--- src/gcm_pkg.sv ---
// Purpose: Shared constants and types for the gated up/down pulse counter
// Assumes: One clock (clk_sys, 50 MHz), synchronous active-high reset
// Notes:   Register offsets are byte addresses of 32-bit words
package gcm_pkg;

  // ****************************************************************
  // Register map
  // ****************************************************************
  localparam int unsigned GCM_ADDR_W      = 8;
  localparam logic [7:0]  GCM_OFS_CTRL    = 8'h00;
  localparam logic [7:0]  GCM_OFS_SETVAL  = 8'h04;
  localparam logic [7:0]  GCM_OFS_LOAD    = 8'h08;
  localparam logic [7:0]  GCM_OFS_END     = 8'h0C;
  localparam logic [7:0]  GCM_OFS_CFG     = 8'h10;
  localparam logic [7:0]  GCM_OFS_STATUS  = 8'h14;
  localparam logic [7:0]  GCM_OFS_COUNT   = 8'h18;

  // ****************************************************************
  // Control word bit positions
  // ****************************************************************
  localparam int unsigned GCM_CTRL_W          = 16;
  localparam int unsigned GCM_BIT_GATE_OPEN   = 2;
  localparam int unsigned GCM_BIT_PRESET_LOAD = 5;
  localparam int unsigned GCM_BIT_STAT_CLEAR  = 6;
  localparam int unsigned GCM_BIT_GATE_CLOSE  = 10;

  // ****************************************************************
  // Count limits and reset values
  // ****************************************************************
  localparam logic signed [31:0] GCM_CNT_MAX   = 32'sh7FFFFFFF;
  localparam logic signed [31:0] GCM_CNT_MIN   = 32'sh80000000;
  localparam logic [31:0]        GCM_RST_WORD  = 32'h00000000;
  localparam logic [15:0]        GCM_RST_CTRL  = 16'h0000;

  // ****************************************************************
  // Types
  // ****************************************************************
  typedef enum logic [1:0] {GCM_ENDLESS, GCM_ONCE, GCM_PERIODIC} gcm_mode_t;
  typedef enum logic [1:0] {GCM_DIR_NONE, GCM_DIR_UP, GCM_DIR_DOWN} gcm_dir_t;

  // Configuration word, high bits first
  typedef struct packed {
    logic      alarm_en;
    logic      cancel;
    logic      external_enable_gate_en;
    logic [1:0] dir;
    logic [1:0] mode;
  } gcm_cfg_t;

  // Sticky status flags
  typedef struct packed {
    logic zero_cross;
    logic underflow;
    logic overflow;
    logic end_reached;
    logic cmp_met;
  } gcm_sticky_t;

endpackage : gcm_pkg

--- src/gcm_top.sv ---
// Purpose: Gated 32-bit signed up/down pulse counter with endless, one-time and periodic modes
// Assumes: Encoder pulses and external gate arrive asynchronously on pins
// Notes:   Comparator, latch, reset input and hysteresis are not part of this block
//
// Functional notes
// - Counting starts only after a mode is configured and the gate opens.
// - Count is signed 32-bit; limits fixed by width.
// - Modes endless, one-time, periodic; latter two with optional primary direction.
// - One-time and periodic ranges with primary direction bounded by load and end values.
// - Preset bit rising edge copies set value into count.
// - Without primary direction the full signed range is used.
// - Primary up: count to end minus one, next pulse reloads load value.
// - Primary down: count to end plus one, next pulse reloads load value.
// - Internal gate is software gate, ANDed with external gate when enabled.
// - Software gate opens on open-bit edge, closes on close-bit edge.
// - On gate reopen, resume (interrupt) or restart from load (cancel).
// - Endless starts at load, wraps max to min and min to max.
// - Limit exceed sets sticky overflow/underflow until cleared and pulses optional alarm for one cycle.
// - One-time no direction: wrap to opposite limit, close gate, flag.
// - After that closure host reopens gate; resume per interrupt/cancel.
// - One-time up: pulse after end minus one reloads, closes gate, flags end.
// - One-time with direction: after end, reopen restarts at load value.
// - One-time down: pulse after end plus one reloads, closes gate, flags end.
// - Primary up: lower limit wraps to upper, continues, flags underflow.
// - Primary down: upper limit wraps to lower, continues, flags overflow.
// - Periodic no direction: a limit reloads load value, continues, flags.
// - Periodic up: pulse after end minus one reloads, gate stays open, flags end.
// - Status-clear bit edge clears all sticky status bits.
`timescale 1ns/1ps
module gcm_top
  import gcm_pkg::*;
(
  input  wire logic                   clk_sys,
  input  wire logic                   rst,
  input  wire logic                   cnt_up_pin,
  input  wire logic                   cnt_down_pin,
  input  wire logic                   ext_gate_pin,
  input  wire logic [GCM_ADDR_W-1:0]  reg_addr,
  input  wire logic [31:0]            reg_wdata,
  input  wire logic                   reg_wr,
  input  wire logic                   reg_rd,
  output logic [31:0]                 reg_rdata,
  output logic                        alarm_q,
  output logic                        gate_open_q
);

  // ****************************************************************
  // Pin synchronisers
  // ****************************************************************
  logic [2:0]   up_sync_q;
  logic [2:0]   dn_sync_q;
  logic [1:0]   gate_sync_q;

  // Third stage only feeds edge detection, never the first stage
  always_ff @(posedge clk_sys)
  begin
    if (rst)
    begin
      up_sync_q   <= 3'h0;
      dn_sync_q   <= 3'h0;
      gate_sync_q <= 2'h0;
    end
    else
    begin
      up_sync_q   <= {up_sync_q[1:0], cnt_up_pin};
      dn_sync_q   <= {dn_sync_q[1:0], cnt_down_pin};
      gate_sync_q <= {gate_sync_q[0], ext_gate_pin};
    end
  end

  logic step_up;
  logic step_dn;

  // Simultaneous up and down cancel each other
  assign step_up = up_sync_q[1] & ~up_sync_q[2] & ~(dn_sync_q[1] & ~dn_sync_q[2]);
  assign step_dn = dn_sync_q[1] & ~dn_sync_q[2] & ~(up_sync_q[1] & ~up_sync_q[2]);

  // ****************************************************************
  // Software registers
  // ****************************************************************
  logic [GCM_CTRL_W-1:0]  ctrl_q;
  logic signed [31:0]     setval_q;
  logic signed [31:0]     load_q;
  logic signed [31:0]     end_q;
  gcm_cfg_t               cfg_q;
  logic                   cfg_valid_q;
  logic                   wr_ctrl;

  assign wr_ctrl = reg_wr && (reg_addr == GCM_OFS_CTRL);

  always_ff @(posedge clk_sys)
  begin
    if (rst)
    begin
      ctrl_q      <= GCM_RST_CTRL;
      setval_q    <= GCM_RST_WORD;
      load_q      <= GCM_RST_WORD;
      end_q       <= GCM_RST_WORD;
      cfg_q       <= '0;
      cfg_valid_q <= 1'b0;
    end
    else if (reg_wr)
    begin
      unique case (reg_addr)
        GCM_OFS_CTRL:   ctrl_q   <= reg_wdata[GCM_CTRL_W-1:0];
        GCM_OFS_SETVAL: setval_q <= reg_wdata;
        GCM_OFS_LOAD:   load_q   <= reg_wdata;
        GCM_OFS_END:    end_q    <= reg_wdata;
        GCM_OFS_CFG:
        begin
          cfg_q       <= reg_wdata[$bits(gcm_cfg_t)-1:0];
          cfg_valid_q <= 1'b1;
        end
        default:        ;
      endcase
    end
  end

  // Control bits act on a 0-1 transition of the written word
  logic [GCM_CTRL_W-1:0] ctrl_rise;
  logic                  open_edge;
  logic                  close_edge;
  logic                  preset_edge;
  logic                  clear_edge;

  assign ctrl_rise   = wr_ctrl ? (reg_wdata[GCM_CTRL_W-1:0] & ~ctrl_q) : '0;
  assign open_edge   = ctrl_rise[GCM_BIT_GATE_OPEN] & cfg_valid_q;
  assign close_edge  = ctrl_rise[GCM_BIT_GATE_CLOSE];
  assign preset_edge = ctrl_rise[GCM_BIT_PRESET_LOAD];
  assign clear_edge  = ctrl_rise[GCM_BIT_STAT_CLEAR];

  // ****************************************************************
  // Mode decode
  // ****************************************************************
  gcm_mode_t mode;
  gcm_dir_t  pdir;

  always_comb
  begin
    mode = gcm_mode_t'(cfg_q.mode);
    pdir = gcm_dir_t'(cfg_q.dir);
    unique case (mode)
      GCM_ENDLESS:  pdir = GCM_DIR_NONE;
      GCM_ONCE,
      GCM_PERIODIC: ;
      default:
      begin
        // Unused mode code behaves as endless
        mode = GCM_ENDLESS;
        pdir = GCM_DIR_NONE;
      end
    endcase
    if (pdir != GCM_DIR_UP && pdir != GCM_DIR_DOWN)
    begin
      pdir = GCM_DIR_NONE;
    end
  end

  // ****************************************************************
  // Gate
  // ****************************************************************
  logic software_enable_gate_q;
  logic gate_prev_q;
  logic started_q;
  logic int_gate;
  logic gate_rise;
  logic auto_close;

  assign int_gate  = software_enable_gate_q & (gate_sync_q[1] | ~cfg_q.external_enable_gate_en);
  assign gate_rise = int_gate & ~gate_prev_q;

  // Reopen by host wins over an automatic close in the same cycle
  always_ff @(posedge clk_sys)
  begin
    if (rst)
    begin
      software_enable_gate_q <= 1'b0;
    end
    else if (open_edge)
    begin
      software_enable_gate_q <= 1'b1;
    end
    else if (close_edge || auto_close)
    begin
      software_enable_gate_q <= 1'b0;
    end
  end

  always_ff @(posedge clk_sys)
  begin
    if (rst)
    begin
      gate_prev_q <= 1'b0;
      started_q   <= 1'b0;
      gate_open_q <= 1'b0;
    end
    else
    begin
      gate_prev_q <= int_gate;
      gate_open_q <= int_gate;
      if (gate_rise)
      begin
        started_q <= 1'b1;
      end
    end
  end

  // ****************************************************************
  // Counter
  // ****************************************************************
  logic signed [31:0] cnt_q;
  logic signed [31:0] cnt_d;
  logic signed [31:0] end_m1;
  logic signed [31:0] end_p1;
  logic               ev_ovf;
  logic               ev_unf;
  logic               ev_end;
  logic               dir_up_q;
  logic               dir_dn_q;

  assign end_m1 = end_q - 32'sh1;
  assign end_p1 = end_q + 32'sh1;

  always_comb
  begin
    cnt_d      = cnt_q;
    ev_ovf     = 1'b0;
    ev_unf     = 1'b0;
    ev_end     = 1'b0;
    auto_close = 1'b0;
    if (preset_edge)
    begin
      cnt_d = setval_q;
    end
    else if (gate_rise)
    begin
      // First start always begins at the load value
      if (cfg_q.cancel || !started_q)
      begin
        cnt_d = load_q;
      end
    end
    else if (int_gate && step_up)
    begin
      if (pdir == GCM_DIR_UP && cnt_q == end_m1)
      begin
        cnt_d      = load_q;
        ev_end     = 1'b1;
        auto_close = (mode == GCM_ONCE);
      end
      else if (cnt_q == GCM_CNT_MAX)
      begin
        ev_ovf = 1'b1;
        if (mode == GCM_PERIODIC && pdir == GCM_DIR_NONE)
        begin
          cnt_d = load_q;
        end
        else
        begin
          cnt_d = GCM_CNT_MIN;
        end
        auto_close = (mode == GCM_ONCE && pdir == GCM_DIR_NONE);
      end
      else
      begin
        cnt_d = cnt_q + 32'sh1;
      end
    end
    else if (int_gate && step_dn)
    begin
      if (pdir == GCM_DIR_DOWN && cnt_q == end_p1)
      begin
        cnt_d      = load_q;
        ev_end     = 1'b1;
        auto_close = (mode == GCM_ONCE);
      end
      else if (cnt_q == GCM_CNT_MIN)
      begin
        ev_unf = 1'b1;
        if (mode == GCM_PERIODIC && pdir == GCM_DIR_NONE)
        begin
          cnt_d = load_q;
        end
        else
        begin
          cnt_d = GCM_CNT_MAX;
        end
        auto_close = (mode == GCM_ONCE && pdir == GCM_DIR_NONE);
      end
      else
      begin
        cnt_d = cnt_q - 32'sh1;
      end
    end
  end

  always_ff @(posedge clk_sys)
  begin
    if (rst)
    begin
      cnt_q <= GCM_RST_WORD;
    end
    else
    begin
      cnt_q <= cnt_d;
    end
  end

  // Last counted direction, for status readback
  always_ff @(posedge clk_sys)
  begin
    if (rst)
    begin
      dir_up_q <= 1'b0;
      dir_dn_q <= 1'b0;
    end
    else if (int_gate && (step_up || step_dn))
    begin
      dir_up_q <= step_up;
      dir_dn_q <= step_dn;
    end
  end

  // ****************************************************************
  // Sticky status and alarm
  // ****************************************************************
  gcm_sticky_t sticky_q;
  gcm_sticky_t sticky_set;

  // Comparator and zero crossing are not built, so those flags stay low
  always_comb
  begin
    sticky_set             = '0;
    sticky_set.overflow    = ev_ovf;
    sticky_set.underflow   = ev_unf;
    sticky_set.end_reached = ev_end;
  end

  // An event in the clearing cycle survives
  always_ff @(posedge clk_sys)
  begin
    if (rst)
    begin
      sticky_q <= '0;
    end
    else
    begin
      sticky_q <= (clear_edge ? '0 : sticky_q) | sticky_set;
    end
  end

  always_ff @(posedge clk_sys)
  begin
    if (rst)
    begin
      alarm_q <= 1'b0;
    end
    else
    begin
      alarm_q <= cfg_q.alarm_en & (ev_ovf | ev_unf | ev_end);
    end
  end

  // ****************************************************************
  // Read port
  // ****************************************************************
  logic [31:0] status_word;

  assign status_word = {21'h0, cfg_valid_q, sticky_q, dir_up_q, dir_dn_q,
                        int_gate, gate_sync_q[1], software_enable_gate_q};

  // Unmapped addresses read zero
  always_ff @(posedge clk_sys)
  begin
    if (rst)
    begin
      reg_rdata <= GCM_RST_WORD;
    end
    else if (reg_rd)
    begin
      unique case (reg_addr)
        GCM_OFS_CTRL:   reg_rdata <= {16'h0, ctrl_q};
        GCM_OFS_SETVAL: reg_rdata <= setval_q;
        GCM_OFS_LOAD:   reg_rdata <= load_q;
        GCM_OFS_END:    reg_rdata <= end_q;
        GCM_OFS_CFG:    reg_rdata <= {25'h0, cfg_q};
        GCM_OFS_STATUS: reg_rdata <= status_word;
        GCM_OFS_COUNT:  reg_rdata <= cnt_q;
        default:        reg_rdata <= GCM_RST_WORD;
      endcase
    end
    else
    begin
      reg_rdata <= GCM_RST_WORD;
    end
  end

endmodule : gcm_top

--- config.mk ---
export PLATFORM = sky130hd
export DESIGN_NAME = gcm_top
export DESIGN_NICKNAME = d
export VERILOG_FILES = /design/src/gcm_pkg.sv /design/src/gcm_top.sv
export SDC_FILE = /design/constraint.sdc
export NUM_CORES = 1
export LEC_CHECK = 0
export ABC_AREA = 1
export ABC_CLOCK_PERIOD_IN_PS = 5900
export BUFFER_PORTS_ARGS = -buffer_cell sky130_fd_sc_hd__buf_2
export CORE_MARGIN = 3
export CORE_UTILIZATION = 30
export DETAILED_ROUTE_END_ITERATION = 8
export HOLD_SLACK_MARGIN = 0.08
export SETUP_SLACK_MARGIN = 0.1
export SYNTH_ARGS = -nofsm -noshare
export SYNTH_HDL_FRONTEND = slang
export SYNTH_SLANG_ARGS = --single-unit
--- constraint.sdc ---
create_clock -name clk_sys -period 5.9 [get_ports clk_sys]
set_clock_uncertainty 0.2 [all_clocks]
set_input_delay 1.18 -clock clk_sys [delete_from_list [all_inputs] [get_ports clk_sys]]
set_output_delay 1.18 -clock clk_sys [all_outputs]
set_load 0.01 [all_outputs]
## After elaboration in Yosys (flattened, before gate mapping)

Cells that the tools add are included.

| cells by class | value |
|---|---|
| $add $sub $neg | 4 |
| $mul | 0 |
| divide/modulo/power cells | 0 |
| magnitude comparators | 0 |
| equal/unequal tests | 19 |
| shift-type cells | 0 |
| mux-type cells | 44 |
| bitwise logic cells | 21 |
| reduce and logical (&&, ||, !) cells | 27 |

Operators with widths:

| cell | number |
|---|---|
| $mux W32 | 11 |
| $pmux W32 S7 | 1 |
| $add A32 B2 Y32 const B | 2 |
| $eq A32 B32 Y1 | 2 |
| $eq A32 B32 Y1 const B | 2 |
| $sub A32 B2 Y32 const B | 2 |
| $mux W1 | 27 |
| $eq A8 B5 Y1 const B | 3 |
| $eq A8 B4 Y1 const B | 2 |
| $reduce_and A2 Y1 | 6 |
| $and A11 B11 Y11 | 1 |
| $mux W11 | 1 |
| $not A11 Y11 | 1 |
| $logic_and A1 B1 Y1 | 9 |
| $and A1 B1 Y1 | 8 |
| $eq A8 B3 Y1 const B | 1 |
| $logic_not A8 Y1 | 1 |
| $not A1 Y1 | 7 |
| $eq A2 B1 Y1 const B | 3 |
| $eq A2 B2 Y1 const B | 3 |
| $mux W2 | 3 |
| $mux W5 | 1 |
| $or A5 B4 Y5 | 1 |
| $logic_not A2 Y1 | 2 |
| 10 further kinds | 15 |

| word-level totals | value |
|---|---|
| register bits after elaboration | 203 |
| latch bits | 0 |
| bits in writable memories | 0 |
| memory bits (read-only) | 0 |
| input port bits | 47 |
| output and inout port bits | 34 |
| word-level logic and storage cells | 141 |
| memories kept | 0 |

## Logic depth before layout (Yosys ltp)

Gate-level depths: netlist of the first run.

| logic depth | value |
|---|---|
| word-level depth | 17 |
| gate-level depth with buffers | 21 |
| gate-level depth less buffers | 20 |

## Worst setup path after synthesis of the first run

No wires, ideal clock.

| path | value |
|---|---|
| path type | input -> register |
| from | input port reg_addr[7] |
| to | register cnt_q[0] |
| setup time | 138 ps |
| data arrival time | 2888 ps |
| data required time | 5562 ps |
| slack | 2674 ps |
| cell stages on the path | 13 |
| path buffers | 1 |
| path through | nor2_1 > inv_2 > nor3_2 > inv_1 > nor2_1 > inv_1 > nor2_2 > nand3_1 > nand2_1 > clkbuf_1 > a21oi_1 > nand2_1 > a21oi_2 |

| on the way | value |
|---|---|
| longest elaborated chain between the ends | 5 |
| elaborated cells on any way between the ends | 7 |
| those cells by class | 1 x eq/ne; 2 x mux; 4 x reduce/logical |

Ends and longest elaborated chain:

| item | RTL line | RTL |
|---|---|---|
| from (decl) | gcm_top.sv:38 | `input wire logic [GCM_ADDR_W-1:0] reg_addr,` |
| $logic_not A8 Y1 (*) | gcm_top.sv:89 | `assign wr_ctrl = reg_wr && (reg_addr == GCM_OFS_CTRL);` |
| $logic_and A1 B1 Y1 (*) | gcm_top.sv:89 |  |
| $mux W11 (*) | gcm_top.sv:126 | `assign ctrl_rise = wr_ctrl ? (reg_wdata[GCM_CTRL_W-1:0] & ~ctrl_q) : '0;` |
| $ne A3 B2 Y1 (no line) / $reduce_bool A4 Y1 (equally long branches) | n/a |  |
| $reduce_and A2 Y1 (no line) | n/a |  |
| to (signal assigned) | gcm_top.sv:305 | `cnt_q <= cnt_d;` |
| to (decl) | gcm_top.sv:211 | `logic signed [31:0] cnt_q;` |

Mark *: on every way between the ends. The rest lies on a longest branch, timed or not.
A chain may end at the register's enable or synchronous reset.

## Worst setup path in the final report of the first run

| path | value |
|---|---|
| from | register end_q[12] |
| to | register cnt_q[18] |

| on the way | value |
|---|---|
| longest elaborated chain between the ends | 8 |
| elaborated cells on any way between the ends | 12 |
| those cells by class | 2 x add/sub; 2 x eq/ne; 6 x mux; 2 x reduce/logical |

Ends and longest elaborated chain:

| item | RTL line | RTL |
|---|---|---|
| from (decl) | gcm_top.sv:84 | `logic signed [31:0] end_q;` |
| from (signal assigned) | gcm_top.sv:108 | `GCM_OFS_END: end_q <= reg_wdata;` |
| $add A32 B2 Y32 | gcm_top.sv:222 | `assign end_p1 = end_q + 32'sh1;` |
| $eq A32 B32 Y1 | gcm_top.sv:271 | `if (pdir == GCM_DIR_DOWN && cnt_q == end_p1)` |
| $logic_and A1 B1 Y1 | gcm_top.sv:271 |  |
| $mux W32 | gcm_top.sv:271 |  |
| $mux W32 | gcm_top.sv:269 | `else if (int_gate && step_dn)` |
| $mux W32 (*) | gcm_top.sv:243 | `else if (int_gate && step_up)` |
| $mux W32 (*) | gcm_top.sv:235 | `else if (gate_rise)` |
| $mux W32 (*) | gcm_top.sv:231 | `if (preset_edge)` |

Mark *: on every way between the ends. The rest lies on a longest branch, timed or not. The select of a mux whose other input is x is not followed.

==> results.yml, run 1 <==
route:
  routedWlPerCell_um: 21.2
  dr.pass1.iters: 6
  vias_per_cell: 5.54
  postRouteAntennaNets: 0
  drc: 0
  vias: 17357
  wirelength_um: 66400
  drtIter0Drc: 2192
logic_synthesis:
  syn_area_um2: 15000
  synth_cell_types: 54
  syn_nets: 2532
  synth_top_area_share_pct: 26.8
  netlist_instances: 2474
  async_flop_share_pct: 0
  synth_area_per_cell_um2: 6.08
  synth_ff_type: "dfxtp_1"
  ys_seq_area_share_pct: 26.8
  synth.ff_latch_count: 201
  synth_edf_count: 0
  synth_area_leaders: "dfxtp_1 (27%), nand2_1 (12%), nand3_1 (9.3%), inv_1 (7.9%), a21oi_1 (6.8%)"
  synth_warnings: 0
  synth_area_leader_cell: "dfxtp_1"
timing:
  fin_setup_tns_ns: 0
  maxSlewViolCount: 0
  setup_viol: 0
  slew_headroom_pct: 11.6
  clock.fmax_mhz: 233
  hold_viol: 0
  period_share_pct: 72.7
  tightest_slew_ns: 1.32
  grt_setup_unrepaired: "no"
  min_period_ns: 4.29
status:
  status: "completed"
global_routing:
  grt_max_degree: 120
  grt_pass1_vias: 16259
  grt_pass1_wl_um: 101000
  grt-ovfl-total: 0
  antenna_found_initial: 0
  track_usage_pct: 24.4
worst_setup_path:
  r2r_start: "end_q[12]"
  cp_common_cell: "nand2_1"
  path_max_fanout: 23
  r2r_setup_slack_ns: 1.61
  path_cells: "nand2_1 > nor2_1 > nand2_1 > nor2_2 > nand3_1 > nand3_1 > nand2_1 > nor2_1 > nand2_1 > nor2_4 > nand3_4 > nand2_1 > nand3_1 > nand3_1 > nand2_1 > a21oi_2"
  start_kind: "flop"
  crit_path_top_delay_cell: "nor2_4"
  crit_required_ns: 6.16
  crit_path_max_incr_delay_ns: 0.73
  cp.arrival_ns: 4.55
  worstSetupPathType: "flop to flop"
  critPathCaptureType: "flop"
  crit_start: "end_q[12]"
clocking:
  insertion_delay_ns: 0.55
  tritoncts: "built"
  cts.clk_slew.worst_paths_ns: 0.07
  cts_resized: 0
  cts_setup_buffers: 0
  clock-sinks: 201
  cts_buffers: 23
  clk_path_buf_depth: 3
  htree_levels: 1
  root_buffer: "clkbuf_16"
  cts_hold_buf: 0
power:
  peakVddDrop_uv: 198
  power_density_nw_per_um2: 183
  leakagePower_nw: 7.02
  power_w: 0.00302
cells_and_area:
  drive_gt1_share_pct: 9.44
  fin_nets: 2509
  area_delta_synth_final_pct: 10.1
  n_antenna_cell: 0
place:
  io_buffers: 80
  place.gp.congestion: 0.967
  hpwl_um: 49800
floorplan:
  die_area_um2: 52900
  die_w_um: 230
  ios: 81
  coreArea_um2: 49300
  start_util_pct: 30.5
  die_y_um: 230
  rows: 81
worst_hold_path:
  worst_hold_path_type: "flop to flop"
  hp-start: "gate_sync_q[0]"
run:
  max_cap_violations: 0
## routing by layer
layer / wire length [µm] / global-route usage (%)
met1: 27900 / 33.7
met2: 28000 / 36.4
met3: 6940 / 4.22
met4: 3530 / 12.1
met5: 0 / 0
## where the power goes
part	internal [W]	leakage [nW]	switching [W]	total (W)
logic	0.0000302	5.01	0.0000882	0.000118
clock network	0.000901	0.383	0.000640	0.00154
registers	0.00136	1.62	0.00000306	0.00136
total	0.00229	7.02	0.000731	0.00302
## layout by cell type (no fill, tap or decap), types with 2 or more instances in the layout
cell type   count
inv_1         314
nor3_1         28
buf_2          80
clkinvlp_4      3
nand3_1       278
or2_2           2
clkbuf_16      23
nand4_1        34
o31ai_1         6
bufinv_16       3
nand2_2        13
clkbuf_8        3
o21ai_2         2
o21ai_0       167
a2111oi_0       6
ha_1           11
nor2_1        252
a21oi_1       203
o21ai_1         8
nor3_2          2
inv_2           7
dfxtp_1       201
clkbuf_1        4
clkinv_1        8
and2_1          4
xnor2_1        14
nor2_8          2
nor2_2         18
clkinv_2        2
and3_1          2
nor2_4         14
buf_4          23
nand3b_1        5
xor2_1         69
nor4_1          6
nand2_1       495
a221oi_1       19
a31oi_1        15
a21oi_2        27
o22ai_1        75
## worst max-delay path: cells and delay by family, from the launching register on
family | cells | cell delay (ns)
flops | 1 | 0.54
compound gates | 1 | 0.11
simple gates | 15 | 3.32
## flip-flops by register name, summed over array words and instances (netlist names)
signal / flops
cnt_q: 32
end_q: 32
load_q: 32
reg_rdata: 32
setval_q: 32
ctrl_q: 16
cfg_q: 7
dn_sync_q: 3
status_word: 3
up_sync_q: 3
gate_sync_q: 2
alarm_q: 1
cfg_valid_q: 1
dir_dn_q: 1
dir_up_q: 1
gate_prev_q: 1
software_enable_gate_q: 1
started_q: 1
## stage by stage
step	std cells	util [%]	hold slack, ns	instance area (µm²)	worst slack, ns
floorplan	2474	-	0.188	15000	2.67
global placement	3090	32.0	0.194	15800	1.36
detailed placement	3090	32.0	0.198	15800	1.31
CTS	3131	33.6	0.209	16600	1.73
global route	3131	33.6	0.242	16600	1.18
finish	3131	33.6	0.207	16600	1.61
## area by class of cell
cell class | count | area (µm²)
clock buffers | 30 | 632
clock inverters | 11 | 170
fillers | 5512 | 32700
inverters | 329 | 1230
multi-input cells | 1793 | 9100
flip-flops and latches | 201 | 4020
well taps | 664 | 831
repair buffers | 103 | 573
## worst paths after layout
path	endpoint	depth (start not counted)
max	cnt_q[18]	16
max reg2reg	cnt_q[18]	16
min	gate_sync_q[1]	2
min reg2reg	gate_sync_q[1]	2
## cell families after synthesis
| logic type | synth area share, % |
|---|---|
| adder cells (fa/ha/maj) | 0.915 |
| buffers and inverters | 12.9 |
| XOR/XNOR | 4.98 |
| AND/OR/NAND/NOR | 34.2 |
| flip-flops | 26.8 |
| AO/OA/AOI/OAI | 20.2 |
## Yosys cell counts (13+ instances only)
library cell	instances
nand2_1	495
inv_1	315
nand3_1	278
nor2_1	255
a21oi_1	203
dfxtp_1	201
o21ai_0	167
clkbuf_1	80
o22ai_1	75
xor2_1	69
buf_2	47
nand4_1	34
nor3_1	28
a21oi_2	27
a221oi_1	19
nor2_2	18
a31oi_1	15
xnor2_1	14
nand2_2	13
(Power assumes the default switching activity.)
==> inputs of run 2 (changes only) <==
--- a/config.mk
+++ b/config.mk
@@ -5,8 +5,8 @@
 export SDC_FILE = /design/constraint.sdc
 export NUM_CORES = 1
 export LEC_CHECK = 0
-export ABC_AREA = 1
-export ABC_CLOCK_PERIOD_IN_PS = 5900
+export ABC_AREA = 0
+export ABC_CLOCK_PERIOD_IN_PS = 3500
 export BUFFER_PORTS_ARGS = -buffer_cell sky130_fd_sc_hd__buf_2
 export CORE_MARGIN = 3
 export CORE_UTILIZATION = 30
==> constraint.sdc (replaced) <==
create_clock -name clk_sys -period 3.5 [get_ports clk_sys]
set_clock_uncertainty 0.2 [all_clocks]
set_input_delay 0.7 -clock clk_sys [delete_from_list [all_inputs] [get_ports clk_sys]]
set_output_delay 0.7 -clock clk_sys [all_outputs]
set_load 0.01 [all_outputs]
==> results.yml, run 2 <==
logic_synthesis:
  synth_area_leaders: "dfxtp_1 (31%), nand2_1 (9.4%), a21oi_1 (8.5%), xnor2_1 (4.4%), clkbuf_1 (3.7%)"
  synth_area_leader_cell: "dfxtp_1"
  synth_compound_area_share_pct: 24.2
  yosysMostFrequentCell: "nand2_1"
  synth_xor_area_share_pct: 7.58
  synthSimpleGateAreaFrac_pct: 28.3
  syn_area_um2: 12800
  synth_ff_type: "dfxtp_1"
  syn_nets: 1817
  synth_common_cells: "nand2_1 (323), a21oi_1 (219), dfxtp_1 (201)"
  netlist_instances: 1759
  synth_top_family_by_area: "simple AND/OR/NAND/NOR gates"
  async_flop_share_pct: 0
  synth_area_per_cell_um2: 7.30
  yosys.area_share.adder_pct: 1.07
  muxShareOfSynthArea_pct: 1.49
  ys_seq_area_share_pct: 31.4
  synth_cell_types: 82
  synth_top_area_share_pct: 31.4
  synth.ff_latch_count: 201
  synth_warnings: 0
  synth_edf_count: 0
place:
  hpwl_um: 44000
  io_buffers: 80
  place.gp.congestion: 0.968
  dp_cells: 2495
  placed_cell_area_um2: 15600
cells_and_area:
  final_cells: 2564
  design_area_um2: 17400
  drive_gt1_share_pct: 29.5
  n_antenna_cell: 0
  area_delta_synth_final_pct: 35.9
  final_common_cell: "nand2_1"
  fin_nets: 2067
  finish.utilization_pct: 41.4
  layout_common_cells: "nand2_1 (318), buf_4 (268), a21oi_1 (210)"
route:
  wirelength_um: 58800
  routedWlPerCell_um: 22.9
  vias_per_cell: 5.80
  drtIter0Drc: 1681
  dr.pass1.iters: 8
  postRouteAntennaNets: 0
  vias: 14879
  drc: 0
global_routing:
  grt_max_degree: 70
  grt_pass1_wl_um: 87500
  grt-ovfl-total: 0
  grt_pass1_vias: 14215
  track_usage_pct: 25.1
  antenna_found_initial: 1
power:
  power_density_nw_per_um2: 295
  peakVddDrop_uv: 274
  leakagePower_nw: 6.57
floorplan:
  coreArea_um2: 42100
  die_y_um: 213
  die_w_um: 213
  die_area_um2: 45300
  rows: 75
  start_util_pct: 30.5
  ios: 81
worst_setup_path:
  crit_path_top_delay_cell: "or4_4"
  crit_path_max_incr_delay_ns: 0.55
  cp.arrival_ns: 3.93
  start_kind: "flop"
  critPathCaptureType: "flop"
  path_cells: "inv_4 > ha_4 > nor3b_4 > nand3_2 > xor2_2 > or4_4 > nor4_4 > nand4_1 > nor4b_4 > buf_12 > nor2_1 > a221o_1 > a31oi_1"
  crit_buf_inv: 2
  crit_required_ns: 3.76
  cp_top_family: "simple AND/OR/NAND/NOR gates"
  path_max_fanout: 8
  worstSetupPathType: "flop to flop"
timing:
  min_period_ns: 3.66
  clock.fmax_mhz: 273
  setup_viol: 32
  tightest_slew_ns: 0.939
  period_share_pct: 105
  slew_headroom_pct: 36.9
  hold_viol: 0
  grt_setup_unrepaired: "yes"
  fin_setup_tns_ns: -2.82
  maxSlewViolCount: 0
  fin_hold_ws_ns: 0.173
  final.setup.worst_slack_ns: -0.164
clocking:
  root_buffer: "clkbuf_16"
  clock-sinks: 201
  htree_levels: 1
  cts_hold_buf: 0
  tritoncts: "built"
  insertion_delay_ns: 0.54
  cts_buffers: 23
  cts.clk_slew.worst_paths_ns: 0.07
  clk_path_buf_depth: 3
status:
  status: "complete, but fails checks"
  violations: "setup timing"
worst_hold_path:
  worst_hold_path_type: "input port to flop"
run:
  max_cap_violations: 0
-- run 2: cell types whose count changed after synthesis, moves of 38 or more --
cell	previous run	this run
a22oi_1	0	57
and3_1	2	40
clkbuf_1	80	128
inv_1	315	27
nand2_1	495	323
nand3_1	278	60
nor2_1	255	86
o21ai_0	167	52
o22ai_1	75	23
xnor2_1	14	64
-- run 2: final timing paths --
check / start / endpoint / slack, ns / cells past startpoint
worst max-delay path: end_q[1] / cnt_q[14] / -0.16 / 13
worst min-delay path: cnt_up_pin / up_sync_q[0] / 0.17 / 2
worst max register to register: end_q[1] / cnt_q[14] / -0.16 / 13
worst min register to register: gate_sync_q[0] / gate_sync_q[1] / 0.25 / 1
-- run 2: stage by stage --
step | total power (W) | setup slack (ns)
3_3_place_gp | 0.00267 | -0.636
5_1_grt | 0.00528 | -0.304
3_5_place_dp | 0.00267 | -0.600
4_1_cts | 0.00517 | -0.276
6_report | 0.00515 | -0.164
2_1_floorplan | 0.00253 | 0.0671
-- run 2: layout make-up --
type,instances,area (µm²)
clock buffer,32,659
clock inverter,9,111
timing repair buffer,391,3010
multi-input combinational,1365,8830
sequential,201,4050
inverter,27,109
tap,539,674
fill,4242,24700
-- run 2: report_power, final --
group | switching [W] | internal, W | total, W | leakage [nW]
registers | 0.00000599 | 0.00229 | 0.00230 | 1.63
logic | 0.000205 | 0.000136 | 0.000342 | 4.58
clock network | 0.00105 | 0.00147 | 0.00251 | 0.362
total | 0.00126 | 0.00389 | 0.00515 | 6.57
-- run 2: repair_timing --
item | CTS | global route
pin swaps | 59 | 58
cloned | 0 | 1
endpoints found under the setup margin | 37 | 37
buffers inserted | 22 | 8
gates resized for setup | 112 | 91
-- run 2: logic make-up after synthesis --
kind of cell	after synthesis
fa+ha+maj	11
compound gates	492
simple gates	733
mux	18
xor+xnor	111
buf+inv	193
flops	201
-- run 2: metal layers --
metal / track usage, % / vias up / wire length (µm)
met3: 3.63 / 145 / 4730
met4: 10.7 / 2 / 2570
li1: - / 6837 / -
met5: 0 / - / 13
met2: 40.3 / 762 / 27100
met1: 33.6 / 7133 / 24400
